==> src/pst_pkg.sv <==
package pst_pkg;

	// ***********************************************
	// Constants
	// ***********************************************
	localparam int PSW_W = 16;
	localparam logic [31:0] PSL_RESET = 32'h041f0000;
	localparam logic [31:0] PC_RESET = 32'h00000000;
	localparam logic [31:0] SCBB_RESET = 32'h00000000;
	localparam logic [31:0] IRQ_VEC_BASE = 32'h00000100;
	localparam logic [31:0] CHM_VEC_BASE = 32'h00000040;
	localparam logic [2:0] IO_SPACE_TAG = 3'h7;
	localparam logic [7:0] LOCK_MAX_CYC = 8'hff;
	localparam logic [2:0] SP_INTERRUPT = 3'h4;
	localparam logic [1:0] SZ_BYTE = 2'h0;
	localparam logic [1:0] SZ_WORD = 2'h1;
	localparam logic [1:0] LK_BIT = 2'h0;
	localparam logic [1:0] LK_WORD = 2'h1;

	// ***********************************************
	// Types
	// ***********************************************
	typedef enum logic [1:0] {
		MODE_KERNEL = 2'b00,
		MODE_EXEC = 2'b01,
		MODE_SUPER = 2'b10,
		MODE_USER = 2'b11
	} pst_mode_t;

	typedef enum logic [0:0] {
		ST_IDLE = 1'b0,
		ST_VEC = 1'b1
	} pst_fsm_t;

	typedef struct packed {
		logic [4:0] rsv_hi;
		logic is;
		pst_mode_t cur;
		pst_mode_t prv;
		logic rsv_mid;
		logic [4:0] ipl;
		logic [11:0] rsv_lo;
		logic n;
		logic z;
		logic v;
		logic c;
	} pst_psl_t;

	typedef struct packed {
		logic valid;
		logic sub;
		logic [1:0] size;
		logic conv_err;
		logic [31:0] a;
		logic [31:0] b;
	} pst_alu_t;

	typedef struct packed {
		logic req;
		logic rel;
		logic fault;
		logic [1:0] kind;
		logic [31:0] addr;
	} pst_lock_t;

	typedef struct packed {
		logic valid;
		logic [1:0] size;
		logic [31:0] addr;
	} pst_mem_t;

endpackage

==> src/pst_core.sv <==
`timescale 1ns/100ps
module pst_core #(
	parameter int N_IRQ = 4,
	parameter int IW = 2
) (
	input wire logic clk_i, // 25 MHz clock.
	input wire logic reset_n_i, // Async reset.
	input wire pst_pkg::pst_alu_t alu_i, // Result operands.
	input wire logic psw_wr_i, // User word write.
	input wire logic [15:0] psw_data_i, // User word data.
	input wire logic exc_req_i, // Exception raised.
	input wire logic [8:0] exc_off_i, // Exception vector offset.
	input wire logic chm_req_i, // Change mode trap.
	input wire pst_pkg::pst_mode_t chm_mode_i, // Target mode.
	input wire logic [N_IRQ-1:0] irq_req_i, // Controller requests.
	input wire logic [N_IRQ-1:0] irq_en_i, // Driver enables.
	input wire logic [N_IRQ*5-1:0] irq_lvl_i, // Levels.
	input wire logic vec_ack_i, // Vector read done.
	input wire logic [31:0] vec_data_i, // Vector contents.
	input wire logic rei_i, // Return instruction.
	input wire logic [31:0] rei_pc_i, // Popped counter.
	input wire pst_pkg::pst_psl_t rei_psl_i, // Popped status.
	input wire logic priv_op_i, // Kernel-only operation.
	input wire logic scbb_wr_i, // Base register write.
	input wire logic [31:0] scbb_data_i, // Base value.
	input wire logic probe_i, // Probe request.
	input wire pst_pkg::pst_mode_t probe_min_i, // Least mode allowed.
	input wire pst_pkg::pst_lock_t lock_i, // Interlock control.
	input wire pst_pkg::pst_mem_t mem_i, // Plain access.
	output pst_pkg::pst_psl_t psl_o, // Status longword.
	output logic [31:0] pc_o, // Program counter.
	output logic vec_rd_o, // Vector read request.
	output logic [31:0] vec_addr_o, // Vector address.
	output logic irq_ack_o, // Interrupt taken.
	output logic [IW-1:0] irq_idx_o, // Source taken.
	output logic save_vld_o, // Saved pair valid.
	output logic [31:0] save_pc_o, // Counter to push.
	output pst_pkg::pst_psl_t save_psl_o, // Status to push.
	output logic priv_ok_o, // Kernel op allowed.
	output logic priv_fault_o, // Kernel op refused.
	output logic rei_fault_o, // Return refused.
	output logic probe_done_o, // Probe answered.
	output logic probe_ok_o, // Caller may access.
	output logic [2:0] sp_sel_o, // Stack pointer select.
	output logic lock_held_o, // Interlock held.
	output logic lock_grant_o, // Interlock granted.
	output logic lock_busy_o, // Retry later.
	output logic align_fault_o, // Misaligned interlock.
	output logic [3:0] mem_be_o, // Byte enables.
	output logic io_sel_o, // Device space access.
	output logic mem_vld_o // Access issued.
);

	// ***********************************************
	// State
	// ***********************************************
	typedef struct packed {
		pst_pkg::pst_psl_t processor_status_longword;
		logic [31:0] pc;
		logic [31:0] scbb;
		pst_pkg::pst_fsm_t st;
		logic vec_rd;
		logic [31:0] vec_addr;
		pst_pkg::pst_mode_t pend_mode;
		logic pend_is;
		logic [4:0] pend_ipl;
		logic irq_ack;
		logic [IW-1:0] irq_idx;
		logic [N_IRQ-1:0] irq_s1;
		logic [N_IRQ-1:0] irq_s2;
		logic save_vld;
		logic [31:0] save_pc;
		pst_pkg::pst_psl_t save_psl;
		logic priv_ok;
		logic priv_fault;
		logic rei_fault;
		logic probe_done;
		logic probe_ok;
		logic [2:0] sp_sel;
		logic lock_held;
		logic [7:0] lock_cnt;
		logic lock_grant;
		logic lock_busy;
		logic align_fault;
		logic [3:0] mem_be;
		logic io_sel;
		logic mem_vld;
	} pst_core_st_t;

	pst_core_st_t q;
	pst_core_st_t n;

	logic arb_vld;
	logic [4:0] arb_lvl;
	logic [IW-1:0] arb_idx;
	logic irq_take;
	logic [31:0] irq_off;
	logic [4:0] sh;
	logic [31:0] as;
	logic [31:0] bs;
	logic [32:0] sum;
	logic fl_c;
	logic fl_v;
	logic rei_ok;
	pst_pkg::pst_mode_t chm_tgt;
	pst_pkg::pst_mode_t caller;

	// ***********************************************
	// Interrupt arbitration
	// ***********************************************
	pst_irq_arb #(
		.N(N_IRQ),
		.LW(5),
		.IW(IW)
	) u_arb (
		.req_i(q.irq_s2),
		.en_i(irq_en_i),
		.lvl_i(irq_lvl_i),
		.valid_o(arb_vld),
		.lvl_o(arb_lvl),
		.idx_o(arb_idx)
	);

	// Only a strictly higher level preempts the running code.
	assign irq_take = arb_vld && (arb_lvl > q.processor_status_longword.ipl);
	assign irq_off = pst_pkg::IRQ_VEC_BASE + {28'h0000000, 2'(arb_idx), 2'h0};

	// ***********************************************
	// Condition code arithmetic
	// ***********************************************
	// Operands are moved to the top of the word so one adder serves
	// every size and the sign and carry flags always come from bit 31 and bit 32.
	assign sh = (alu_i.size == pst_pkg::SZ_BYTE) ? 5'h18 :
		(alu_i.size == pst_pkg::SZ_WORD) ? 5'h10 : 5'h00;
	assign as = alu_i.a << sh;
	assign bs = (alu_i.b << sh) ^ {32{alu_i.sub}};
	assign sum = {1'b0, as} + {1'b0, bs} + {32'h00000000, alu_i.sub};
	assign fl_c = sum[32] ^ alu_i.sub;
	assign fl_v = ((as[31] == bs[31]) && (sum[31] != as[31]))
		|| alu_i.conv_err;

	// A return may keep or lower privilege but never raise it, and it
	// may not select the interrupt stack from process context.
	assign rei_ok = (rei_psl_i.cur >= q.processor_status_longword.cur)
		&& (rei_psl_i.ipl <= q.processor_status_longword.ipl)
		&& (!rei_psl_i.is || q.processor_status_longword.is);

	// A change mode trap moves to the more privileged of the two.
	assign chm_tgt = (chm_mode_i < q.processor_status_longword.cur) ? chm_mode_i : q.processor_status_longword.cur;
	// The caller is the less privileged of current and previous mode.
	assign caller = (q.processor_status_longword.prv > q.processor_status_longword.cur) ? q.processor_status_longword.prv : q.processor_status_longword.cur;

	// ***********************************************
	// Next state
	// ***********************************************
	always_comb begin
		n = q;
		n.irq_s1 = irq_req_i;
		n.irq_s2 = q.irq_s1;
		n.irq_ack = 1'b0;
		n.save_vld = 1'b0;
		n.priv_ok = 1'b0;
		n.priv_fault = 1'b0;
		n.rei_fault = 1'b0;
		n.probe_done = 1'b0;
		n.probe_ok = 1'b0;
		n.lock_grant = 1'b0;
		n.lock_busy = 1'b0;
		n.align_fault = 1'b0;
		n.mem_vld = 1'b0;

		// Software may only touch the low half through this path.
		if (psw_wr_i) begin
			n.processor_status_longword[pst_pkg::PSW_W-1:0] = psw_data_i;
		end
		if (alu_i.valid) begin
			n.processor_status_longword.c = fl_c;
			n.processor_status_longword.n = sum[31];
			n.processor_status_longword.v = fl_v;
			n.processor_status_longword.z = (sum[31:0] == 32'h00000000);
		end

		// Kernel-only operations, base register writes included.
		if (priv_op_i || scbb_wr_i) begin
			if (q.processor_status_longword.cur == pst_pkg::MODE_KERNEL) begin
				n.priv_ok = 1'b1;
				if (scbb_wr_i) begin
					n.scbb = scbb_data_i;
				end
			end else begin
				n.priv_fault = 1'b1;
			end
		end

		// Probes answer from the mode table only and touch no memory.
		if (probe_i) begin
			n.probe_done = 1'b1;
			n.probe_ok = (caller <= probe_min_i);
		end

		unique case (q.st)
			pst_pkg::ST_IDLE: begin
				if (exc_req_i) begin
					n.vec_addr = q.scbb + {23'h000000, exc_off_i};
					n.pend_mode = pst_pkg::MODE_KERNEL;
					n.pend_is = q.processor_status_longword.is;
					n.pend_ipl = q.processor_status_longword.ipl;
					n.st = pst_pkg::ST_VEC;
					n.vec_rd = 1'b1;
				end else if (chm_req_i) begin
					n.vec_addr = q.scbb + pst_pkg::CHM_VEC_BASE
						+ {28'h0000000, 2'(chm_mode_i), 2'h0};
					n.pend_mode = chm_tgt;
					n.pend_is = q.processor_status_longword.is;
					n.pend_ipl = q.processor_status_longword.ipl;
					n.st = pst_pkg::ST_VEC;
					n.vec_rd = 1'b1;
				end else if (rei_i) begin
					if (rei_ok) begin
						n.pc = rei_pc_i;
						n.processor_status_longword = rei_psl_i;
					end else begin
						n.rei_fault = 1'b1;
					end
				end else if (irq_take) begin
					n.vec_addr = q.scbb + irq_off;
					n.pend_mode = pst_pkg::MODE_KERNEL;
					n.pend_is = 1'b1;
					n.pend_ipl = arb_lvl;
					n.irq_ack = 1'b1;
					n.irq_idx = arb_idx;
					n.st = pst_pkg::ST_VEC;
					n.vec_rd = 1'b1;
				end
			end
			pst_pkg::ST_VEC: begin
				// The old context is pushed when the handler starts.
				if (vec_ack_i) begin
					n.save_vld = 1'b1;
					n.save_pc = q.pc;
					n.save_psl = q.processor_status_longword;
					n.pc = {vec_data_i[31:2], 2'h0};
					n.processor_status_longword.prv = q.processor_status_longword.cur;
					n.processor_status_longword.cur = q.pend_mode;
					n.processor_status_longword.is = q.pend_is;
					n.processor_status_longword.ipl = q.pend_ipl;
					n.vec_rd = 1'b0;
					n.st = pst_pkg::ST_IDLE;
				end
			end
		endcase

		n.sp_sel = n.processor_status_longword.is ? pst_pkg::SP_INTERRUPT
			: {1'b0, n.processor_status_longword.cur};

		// Interlock. A fault or the watchdog drops it, so a trapped
		// instruction cannot starve other processors.
		if (q.lock_held) begin
			n.lock_cnt = q.lock_cnt + 8'h01;
		end
		if (q.lock_held && (lock_i.rel || lock_i.fault
			|| q.lock_cnt == pst_pkg::LOCK_MAX_CYC)) begin
			n.lock_held = 1'b0;
			n.lock_cnt = 8'h00;
		end else if (lock_i.req) begin
			if (q.lock_held) begin
				n.lock_busy = 1'b1;
			end else if ((lock_i.kind == pst_pkg::LK_WORD
				&& lock_i.addr[0])
				|| (lock_i.kind != pst_pkg::LK_BIT
				&& lock_i.kind != pst_pkg::LK_WORD
				&& lock_i.addr[1:0] != 2'h0)) begin
				n.align_fault = 1'b1;
			end else begin
				n.lock_grant = 1'b1;
				n.lock_held = 1'b1;
				n.lock_cnt = 8'h00;
			end
		end

		// Plain accesses never look at the interlock. Each byte has its
		// own enable so neighbours are never rewritten.
		if (mem_i.valid) begin
			n.mem_vld = 1'b1;
			n.mem_be = ((mem_i.size == pst_pkg::SZ_BYTE) ? 4'h1 :
				(mem_i.size == pst_pkg::SZ_WORD) ? 4'h3 : 4'hf)
				<< mem_i.addr[1:0];
			n.io_sel = (mem_i.addr[31:29] == pst_pkg::IO_SPACE_TAG);
		end
	end

	// ***********************************************
	// Registers
	// ***********************************************
	always_ff @(posedge clk_i or negedge reset_n_i) begin
		if (!reset_n_i) begin
			q <= '0;
			q.processor_status_longword <= pst_pkg::PSL_RESET;
			q.pc <= pst_pkg::PC_RESET;
			q.scbb <= pst_pkg::SCBB_RESET;
			q.st <= pst_pkg::ST_IDLE;
			q.sp_sel <= pst_pkg::SP_INTERRUPT;
		end else begin
			q <= n;
		end
	end

	assign psl_o = q.processor_status_longword;
	assign pc_o = q.pc;
	assign vec_rd_o = q.vec_rd;
	assign vec_addr_o = q.vec_addr;
	assign irq_ack_o = q.irq_ack;
	assign irq_idx_o = q.irq_idx;
	assign save_vld_o = q.save_vld;
	assign save_pc_o = q.save_pc;
	assign save_psl_o = q.save_psl;
	assign priv_ok_o = q.priv_ok;
	assign priv_fault_o = q.priv_fault;
	assign rei_fault_o = q.rei_fault;
	assign probe_done_o = q.probe_done;
	assign probe_ok_o = q.probe_ok;
	assign sp_sel_o = q.sp_sel;
	assign lock_held_o = q.lock_held;
	assign lock_grant_o = q.lock_grant;
	assign lock_busy_o = q.lock_busy;
	assign align_fault_o = q.align_fault;
	assign mem_be_o = q.mem_be;
	assign io_sel_o = q.io_sel;
	assign mem_vld_o = q.mem_vld;
endmodule // pst_core

==> src/pst_irq_arb.sv <==
`timescale 1ns/100ps
module pst_irq_arb #(
	parameter int N = 4,
	parameter int LW = 5,
	parameter int IW = 2
) (
	input wire logic [N-1:0] req_i, // Synchronised requests.
	input wire logic [N-1:0] en_i, // Driver enables.
	input wire logic [N*LW-1:0] lvl_i, // Level per source.
	output logic valid_o, // Some source competes.
	output logic [LW-1:0] lvl_o, // Winning level.
	output logic [IW-1:0] idx_o // Winning source.
);
	logic [N-1:0] live;

	// Masking by the driver enable keeps a silenced controller out.
	genvar g;
	generate
		for (g = 0; g < N; g++) begin : g_mask
			assign live[g] = req_i[g] & en_i[g];
		end
	endgenerate

	// Highest level wins; on a tie the lower index keeps the grant.
	always_comb begin
		valid_o = 1'b0;
		lvl_o = '0;
		idx_o = '0;
		for (int i = 0; i < N; i++) begin
			if (live[i] && (!valid_o || lvl_i[i*LW +: LW] > lvl_o)) begin
				valid_o = 1'b1;
				lvl_o = lvl_i[i*LW +: LW];
				idx_o = IW'(i);
			end
		end
	end
endmodule // pst_irq_arb

==> config.mk <==
export PLATFORM = sky130hd
export DESIGN_NAME = pst_core
export DESIGN_NICKNAME = d
export VERILOG_FILES = /design/src/pst_pkg.sv /design/src/pst_core.sv /design/src/pst_irq_arb.sv
export SDC_FILE = /design/constraint.sdc
export NUM_CORES = 1
export LEC_CHECK = 0
export BUFFER_PORTS_ARGS = -buffer_cell sky130_fd_sc_hd__buf_4
export CELL_PAD_IN_SITES_DETAIL_PLACEMENT = 0
export CELL_PAD_IN_SITES_GLOBAL_PLACEMENT = 1
export CORE_MARGIN = 1
export CORE_UTILIZATION = 38
export DETAILED_ROUTE_END_ITERATION = 8
export PLACE_DENSITY_LB_ADDON = 0.15
export RECOVER_POWER = 50
export SYNTH_ARGS = -nofsm -noshare
export SYNTH_HDL_FRONTEND = slang
export SYNTH_HIERARCHICAL = 1
export SYNTH_SLANG_ARGS = --single-unit
==> constraint.sdc <==
create_clock -name clk_i -period 8.4 [get_ports clk_i]
set_clock_uncertainty 0.1 [all_clocks]
set_input_delay 1.68 -clock clk_i [delete_from_list [all_inputs] [get_ports clk_i]]
set_output_delay 1.68 -clock clk_i [all_outputs]
set_load 0.02 [all_outputs]
==> results of run 1 <==
[synth_stat cells, types with 6 or more instances]
cell type    n  area [sq um]
o211ai_1     8          60.1
nor2_1     147           552
a211oi_1    27           203
mux2i_1     52           521
o21ai_0     93           465
inv_1       54           203
ha_1        79           988
a22o_1       8          70.1
and3_1      12          75.1
nand4_1     27           169
nand2b_1    10          62.6
dfrtp_1    233          5830
buf_2        6          30.0
a22oi_1     15           113
o21bai_1     6          45.0
o22ai_1      7          43.8
a2111oi_0    7          61.3
nand2_1    392          1470
nor3_1      40           200
buf_4      169          1270
clkbuf_1    95           357
o31ai_1      8          60.1
dfstp_2      6           158
mux2_2      39           439
buf_1       11          41.3
and2_1      23           144
a21o_1      28           210
o21a_1       6          45.0
nor2b_1     24           150
o41ai_1      6          52.6
nand3_1     34           170
o221ai_1     7          61.3
xor2_1      42           368
or3_1        7          43.8
a31oi_1     41           257
o21ai_1      6          30.0
a21oi_1    132           661
xnor2_1     58           508
[worst reg2reg max path: cells and delay by family (launching register included)]
| family | cells | cell delay, ns |
|---|---|---|
| fa+ha+maj | 4 | 1.13 |
| simple gates | 7 | 0.90 |
| buf+inv | 5 | 0.86 |
| mux | 2 | 0.64 |
| compound gates | 16 | 3.08 |
| flops | 1 | 0.41 |
[sequential cells by signal (all words and copies together) (netlist names), 2 cells and up]
signal	cells
vec_addr_o	32
psl_o	32
pc_o	32
mem_be_o	4
save_pc_o	32
irq_idx_o	2
save_psl_o	32
n	4
sp_sel_o	2
q	53
[power breakdown]
| group | internal [mW] | switching, mW | leakage (nW) | total (mW) |
|---|---|---|---|---|
| logic | 1.36 | 1.81 | 6.78 | 3.17 |
| clock network | 0.846 | 0.519 | 0.521 | 1.37 |
| registers | 1.62 | 0.502 | 2.92 | 2.12 |
[cells in the final DEF (no fill, tap or decap), drive strengths merged, types with 13 or more instances in the layout]
master,netlist,final
buf,189,513
o21ai,99,99
xor2,42,42
a22oi,15,15
ha,79,79
a21o,29,29
xnor2,58,58
nand4,27,27
nor2,147,147
a31oi,41,41
nor3,41,41
a211oi,28,28
dfrtp,233,233
a21oi,135,135
mux2,43,43
mux2i,52,52
nand2,393,393
and3,13,13
inv,55,56
clkbuf,95,56
nand3,34,34
and2,23,23
nor2b,24,24
[worst paths after layout]
check	end	cells past startpoint	from	slack, ns
min in group asynchronous	save_pc_o[24]$_DFFE_PN0P_	1	reset_n_i	3.29
max reg2reg	vec_addr_o[17]$_DFFE_PN0P_	34	q[91]$_DFF_PN0_	1.17
min	q[91]$_DFF_PN0_	0	n[91]$_DFF_PN0_	0.25
min reg2reg	q[91]$_DFF_PN0_	0	n[91]$_DFF_PN0_	0.25
max	vec_addr_o[17]$_DFFE_PN0P_	35	irq_en_i[0]	0.40
max in group asynchronous	q[94]$_DFF_PN0_	1	reset_n_i	1.47
[metal layers]
layer	part of all wire (%)	GRT usage, %
met1	46	33.2
met2	45	38.1
met3	6.2	4.82
met4	2.8	6.88
met5	0.11	0
[layout make-up]
type / instances / area (sq um) / share of cell area (%)
Tap cell: 592 / 741 / 3.49
Sequential cell: 239 / 5990 / 28.2
Multi-Input combinational cell: 1478 / 9290 / 43.7
Clock buffer: 41 / 873 / 4.11
Timing Repair Buffer: 528 / 3970 / 18.7
Clock inverter: 12 / 174 / 0.819
Antenna cell: 1 / 2.50 / 0.0118
Inverter: 56 / 211 / 0.995
[what timing repair did]
| action | CTS | global route |
|---|---|---|
| gates resized for setup | 0 | 19 |
| setup endpoints to repair | 0 | 20 |
| setup buffers | 0 | 3 |
[logic make-up after synthesis]
family,count (synthesis)
buffers and inverters,340
and+or+nand+nor,745
muxes,95
xor gates and xnor gates,100
AOI/OAI and AO/OA,455
adders and majority gates,83
DFF,239
==> metrics.md, run 1 <==
| Metric | Value |
|---|---|
| Outcome | complete, but fails checks |
| Failing checks | capacitance limit, slew limit |
| Leakage power | between 10 and 15 nW |
| Drt via density | 5.25 |
| Starting Density | 38.6% |
| Area growth from synthesis to layout | 24.2% |
| Setup slack after layout | about 0.40 ns |
| Tot Pwr | about 6.7 mW |
| H-tree depth | 1 |
| Max_cap viols | 3 |
| Vias in the first global route | around 15,000 |
| Clock Sinks | 239 |
| # placed instances | 2,890 |
| CP arrival | about 8.3 ns |
| Core area | 44,300 sq um |
| All-Layer GR Usage | approximately a quarter |
| Final hold slack | 0.247 ns |
| Die Span X | around 210 um |
| DR iter-0 viols | 1,088 |
| Routed WL | 57,000 um |
| DP Worst Slack | -0.373 ns |
| # IOs | 519 |
| Setup CP Type | input port to register |
| Buf/Inv on CP | 6 |
| Adder-Cell Fraction of Synth Area | 6.25% |
| Worst Tran Pin Value | 6.13 ns |
| Final Hold Viols | 0 |
| First-pass GRT wire length | approximately 90,000 um |
| Pin count of the biggest net entering global routing | 133 |
| Max Slew Vio Count | 243 |
| Area after DPL | 20,100 sq um |
| Slowest CP cell | o311a_1 |
| Min Tclk post-route | around 8 ns |
| Root cell of the clock tree | clkbuf_16 |
| Average size of a mapped cell | 8.31 sq um |
| Cts hold-fix bufs | 0 |
| Number of I/O port buffers | between 400 and 500 |
| Worst-skew pair later-pin latency | ~0.57 ns |
| Row Count | 77 |
| Max Root-Sink Buffers | 3 |
| TritonCTS Buffers | 31 |
| Die ar. | 45,900 sq um |
| Post-synth EDFFs | 0 |
| Area of the mapped netlist | 17,100 sq um |
| Detailed Place HPWL | 44,000 um |
| Synth Area in Compound Gates | approximately 17% |
| XOR/XNOR Fraction of Synth Area | under 10% |
| Synth cell types | 80 |
| Peak VDD IR | 0.000184 V |
| Antenna violations before repair | 7 |
| Post-layout nets | approximately 2,800 |
| Worst hold path type | register to register |
| Delay-heaviest family, CP | compound AO/OA/AOI/OAI gates |
| Register area share after synthesis | 35.0% |
| DR WL/cell | 19.3 um |
| Worst EP required | roughly 8.7 ns |
| Most common cell on crit path | buf_4 |
| Post-Syn Nets | 2,476 |
| Worst setup EP type | register |
| Fillers | 4,437 |
| DR vias | about 15,000 |
| PD cells | 313 nW/um^2 |
| Design area | between 20,000 and 25,000 sq um |
| Ys Warns | 6 |
| Layout Utilization | 47.9% |
| Syn Inst Count | 2,057 |
| Residual DRC | 0 |
| Number of antenna-violating nets in the routed design | 0 |
| Die Ht | around 210 um |
| CTS tree | built |
| F_max | between 0.1 and 0.15 GHz |
| Startpoint Class | input port |
| Asr flop ratio synth | 100% |
| Clock transition at path regs | 0.05 ns |
| Share of layout cells above drive strength 1 | around 28% |
| GRT Residual Overflow | 0 |
| Synthesized flop and latch total | 239 |
| Tcrit/Tclk final | between 90% and 100% |
| Final Non-Filler Cells | 2,947 |
| Synth Flop Type | dfrtp_1 |
| RD Place Congestion | 0.917 |
| Crit path max fanout | 5 |
| Post-synthesis simple-gate area fraction | 19.1% |
| Worst slew margin | -309% |
| Post-synthesis mux area share | 5.96% |
| Worst path max stage delay | between 0.3 and 0.4 ns |
| Final setup vio count | 0 |
| Setup TNS Final | 0 ns |
| Pre-antenna DRT Iters | 5 |
| Main combinational cell family by area after synthesis | simple AND/OR/NAND/NOR gates |
No activity file was read; power rests on OpenSTA's default activity.
==> inputs of run 2 (changes only) <==
--- a/config.mk
+++ b/config.mk
@@ -6,10 +6,8 @@
 export NUM_CORES = 1
 export LEC_CHECK = 0
 export BUFFER_PORTS_ARGS = -buffer_cell sky130_fd_sc_hd__buf_4
-export CELL_PAD_IN_SITES_DETAIL_PLACEMENT = 0
-export CELL_PAD_IN_SITES_GLOBAL_PLACEMENT = 1
 export CORE_MARGIN = 1
-export CORE_UTILIZATION = 38
+export CORE_UTILIZATION = 40
 export DETAILED_ROUTE_END_ITERATION = 8
 export PLACE_DENSITY_LB_ADDON = 0.15
 export RECOVER_POWER = 50
==> run 2 against run 1 <==
  * The run still ends with capacitance limit, slew limit left
  * Sequential share of layout area grew 0.56 points
  * Setup slack lost 0.20 ns
  * Clock power shrank 7%
  * Sequential cell count is the same
  * Sequential power is essentially flat
  * Register-to-register slack lost 0.20 ns
  * Via count grew 0.29%
  * Global-route usage grew 0.62 points
  * Die area shrank 5.0%
  * Cell area shrank 1.9%
  * Critical path depth shrank 1
  * Critical endpoint unchanged
==> metrics.md, run 2 (synthesized netlist as in run 1, its figures left out) <==
| Metric | Value |
|---|---|
| Outcome | complete, but fails checks (unchanged) |
| Failing checks | capacitance limit, slew limit (unchanged) |
| R2r setup slk | 0.97 ns (was 1.17 ns) |
| Row Count | 75 (was 77) |
| Residual DRC | 0 (unchanged) |
| Worst hold path type | register to register (unchanged) |
| Setup CP Type | input port to register (unchanged) |
| Root cell of the clock tree | clkbuf_16 (unchanged) |
| Hold Path Stages | 0 (unchanged) |
| Worst slew margin | -274% (was -309%) |
| Pin count of the biggest net entering global routing | 117 (was 133) |
| Share of layout cells above drive strength 1 | 25.1% (was 27.9%) |
| Most common cell on crit path | buf_4 (unchanged) |
| PD cells | 309 nW/um^2 (was 313 nW/um^2) |
| Drt via density | 5.36 (was 5.25) |
| Most frequent cells in the layout | buf_4, nand2_1, dfrtp_1 (unchanged) |
| Starting Density | 40.7% (was 38.6%) |
| Reg2reg path depth | 33 (was 34) |
| DP Worst Slack | -1.02 ns (was -0.373 ns) |
| Fillers | 4,165 (was 4,437) |
| Clock transition at path regs | 0.06 ns (was 0.05 ns) |
| Number of I/O port buffers | 459 (unchanged) |
| Die Span X | 209 um (was 214 um) |
| Vias in the first global route | 14,961 (was 15,062) |
| Max reg flops | 53 (unchanged) |
| Detailed Place HPWL | 42,700 um (was 44,000 um) |
| GRT Residual Overflow | 0 (unchanged) |
| Die Ht | 209 um (was 214 um) |
| Peak VDD IR | 0.000180 V (was 0.000184 V) |
| Worst setup EP type | register (unchanged) |
| Core area | 42,000 sq um (was 44,300 sq um) |
| Max_cap viols | 5 (was 3) |
| DR WL/cell | 19.3 um (about the same) |
| Number of antenna-violating nets in the routed design | 0 (unchanged) |
| Design area | 20,800 sq um (was 21,200 sq um) |
| Area growth from synthesis to layout | 21.8% (was 24.2%) |
| Slowest CP cell | mux2_2 (was o311a_1) |
| Area after DPL | 20,000 sq um (was 20,100 sq um) |
| Setup slack after layout | 0.202 ns (was 0.404 ns) |
| Crit path max fanout | 6 (was 5) |
| Final setup vio count | 0 (unchanged) |
| # IOs | 519 (unchanged) |
| Biggest register | q (unchanged) |
| Tcrit/Tclk final | 97.6% (was 95.2%) |
| Startpoint Class | input port (unchanged) |
| Max Root-Sink Buffers | 3 (unchanged) |
| Antenna violations before repair | 8 (was 7) |
| F_max | 0.122 GHz (was 0.125 GHz) |
| Worst Tran Pin Value | 5.61 ns (was 6.13 ns) |
| CTS tree | built (unchanged) |
| Die ar. | 43,600 sq um (was 45,900 sq um) |
| First-pass GRT wire length | 85,200 um (was 87,600 um) |
| Worst path max stage delay | 0.38 ns (was 0.36 ns) |
| DR vias | 15,506 (was 15,461) |
| Worst-skew pair later-pin latency | 0.58 ns (was 0.57 ns) |
| Max Slew Vio Count | 341 (was 243) |
| Final Hold Viols | 0 (unchanged) |
| CP arrival | 8.57 ns (was 8.33 ns) |
| Cts hold-fix bufs | 0 (unchanged) |
| Pre-antenna DRT Iters | 5 (unchanged) |
| DR iter-0 viols | 1,108 (was 1,088) |
| Leakage power | 9.93 nW (was 10.2 nW) |
| Sequential cell area | 5990 sq um (unchanged) |
| TritonCTS Buffers | 30 (was 31) |
| Routed WL | 55,900 um (was 57,000 um) |
| Clock Sinks | 239 (unchanged) |
| RD Place Congestion | 0.898 (was 0.917) |
| H-tree depth | 1 (unchanged) |
| All-Layer GR Usage | 24.7% (was 24.1%) |
| Footprint of the multi-input gates | 9260 sq um (was 9290 sq um) |
| Worst EP required | 8.77 ns (was 8.74 ns) |
| Commonest non-fill, non-tap cell in the layout | buf_4 (unchanged) |
| RSZ-0062 raised after global routing | yes |
| Min Tclk post-route | 8.20 ns (was 8.00 ns) |
| Post-layout nets | 2,749 (was 2,753) |
## run 2: timing repair
item | CTS | global route
setup buffers | 2 | 3
setup endpoints to repair | 35 | 14
pin swaps | 1 | 3
resized for setup | 1 | 9
## run 2: worst paths after layout
| path | startpoint | end |
|---|---|---|
| worst min register to register | n[92]$_DFF_PN0_ | q[92]$_DFF_PN0_ |
| max in group asynchronous | reset_n_i | save_psl_o[5]$_DFFE_PN0P_ |
| worst max register to register | q[91]$_DFF_PN0_ | vec_addr_o[17]$_DFFE_PN0P_ |
| worst max-delay path | irq_en_i[0] | vec_addr_o[17]$_DFFE_PN0P_ |
| worst min-delay path | n[92]$_DFF_PN0_ | q[92]$_DFF_PN0_ |
| min in group asynchronous | reset_n_i | save_pc_o[24]$_DFFE_PN0P_ |
## run 2: cell type report
class,count,area share (%)
antenna,5,0.0601
clock buffer,41,4.14
clock inverter,12,0.595
inverter,56,1.01
multi-input combinational,1478,44.4
sequential,239,28.7
tap,539,3.24
timing repair buffer,525,17.8
## run 2: per-layer routing
layer / wire, um / track usage [%] / vias to the layer above
li1: - / - / 7552
met1: 24800 / 32.9 / 7341
met2: 25800 / 40.2 / 522
met3: 3780 / 5.05 / 83
met4: 1510 / 7.58 / 8
met5: 64 / 0 / -
## run 2: critical path: cells and delay by family
family                     cells  cell delay (ns)
and+or+nand+nor                7             0.82
AOI/OAI and AO/OA             16             3.40
adders and majority gates      4             1.22
muxes                          2             0.69
buffers and inverters          5             0.76
## run 2: through the flow
| step | TNS, ns | std cells | total power, mW | utilization (%) | hold slack, ns |
|---|---|---|---|---|---|
| global route | -0.184 | 2893 | 6.87 | 49.5 | 0.254 |
| finish | 0 | 2895 | 6.44 | 49.6 | 0.246 |
| floorplan | 0 | 2057 | 4.37 | - | 0.231 |
| global placement | -22.62 | 2832 | 5.20 | 47.5 | 0.233 |
| CTS | 0 | 2887 | 6.56 | 49.9 | 0.248 |
| detailed placement | -30.13 | 2832 | 5.26 | 47.5 | 0.236 |
## run 2: report_power, final
group	leakage, nW	internal (mW)	switching, mW
Sequential	2.92	1.62	0.506
Combinational	6.53	1.25	1.81
Clock	0.475	0.747	0.519
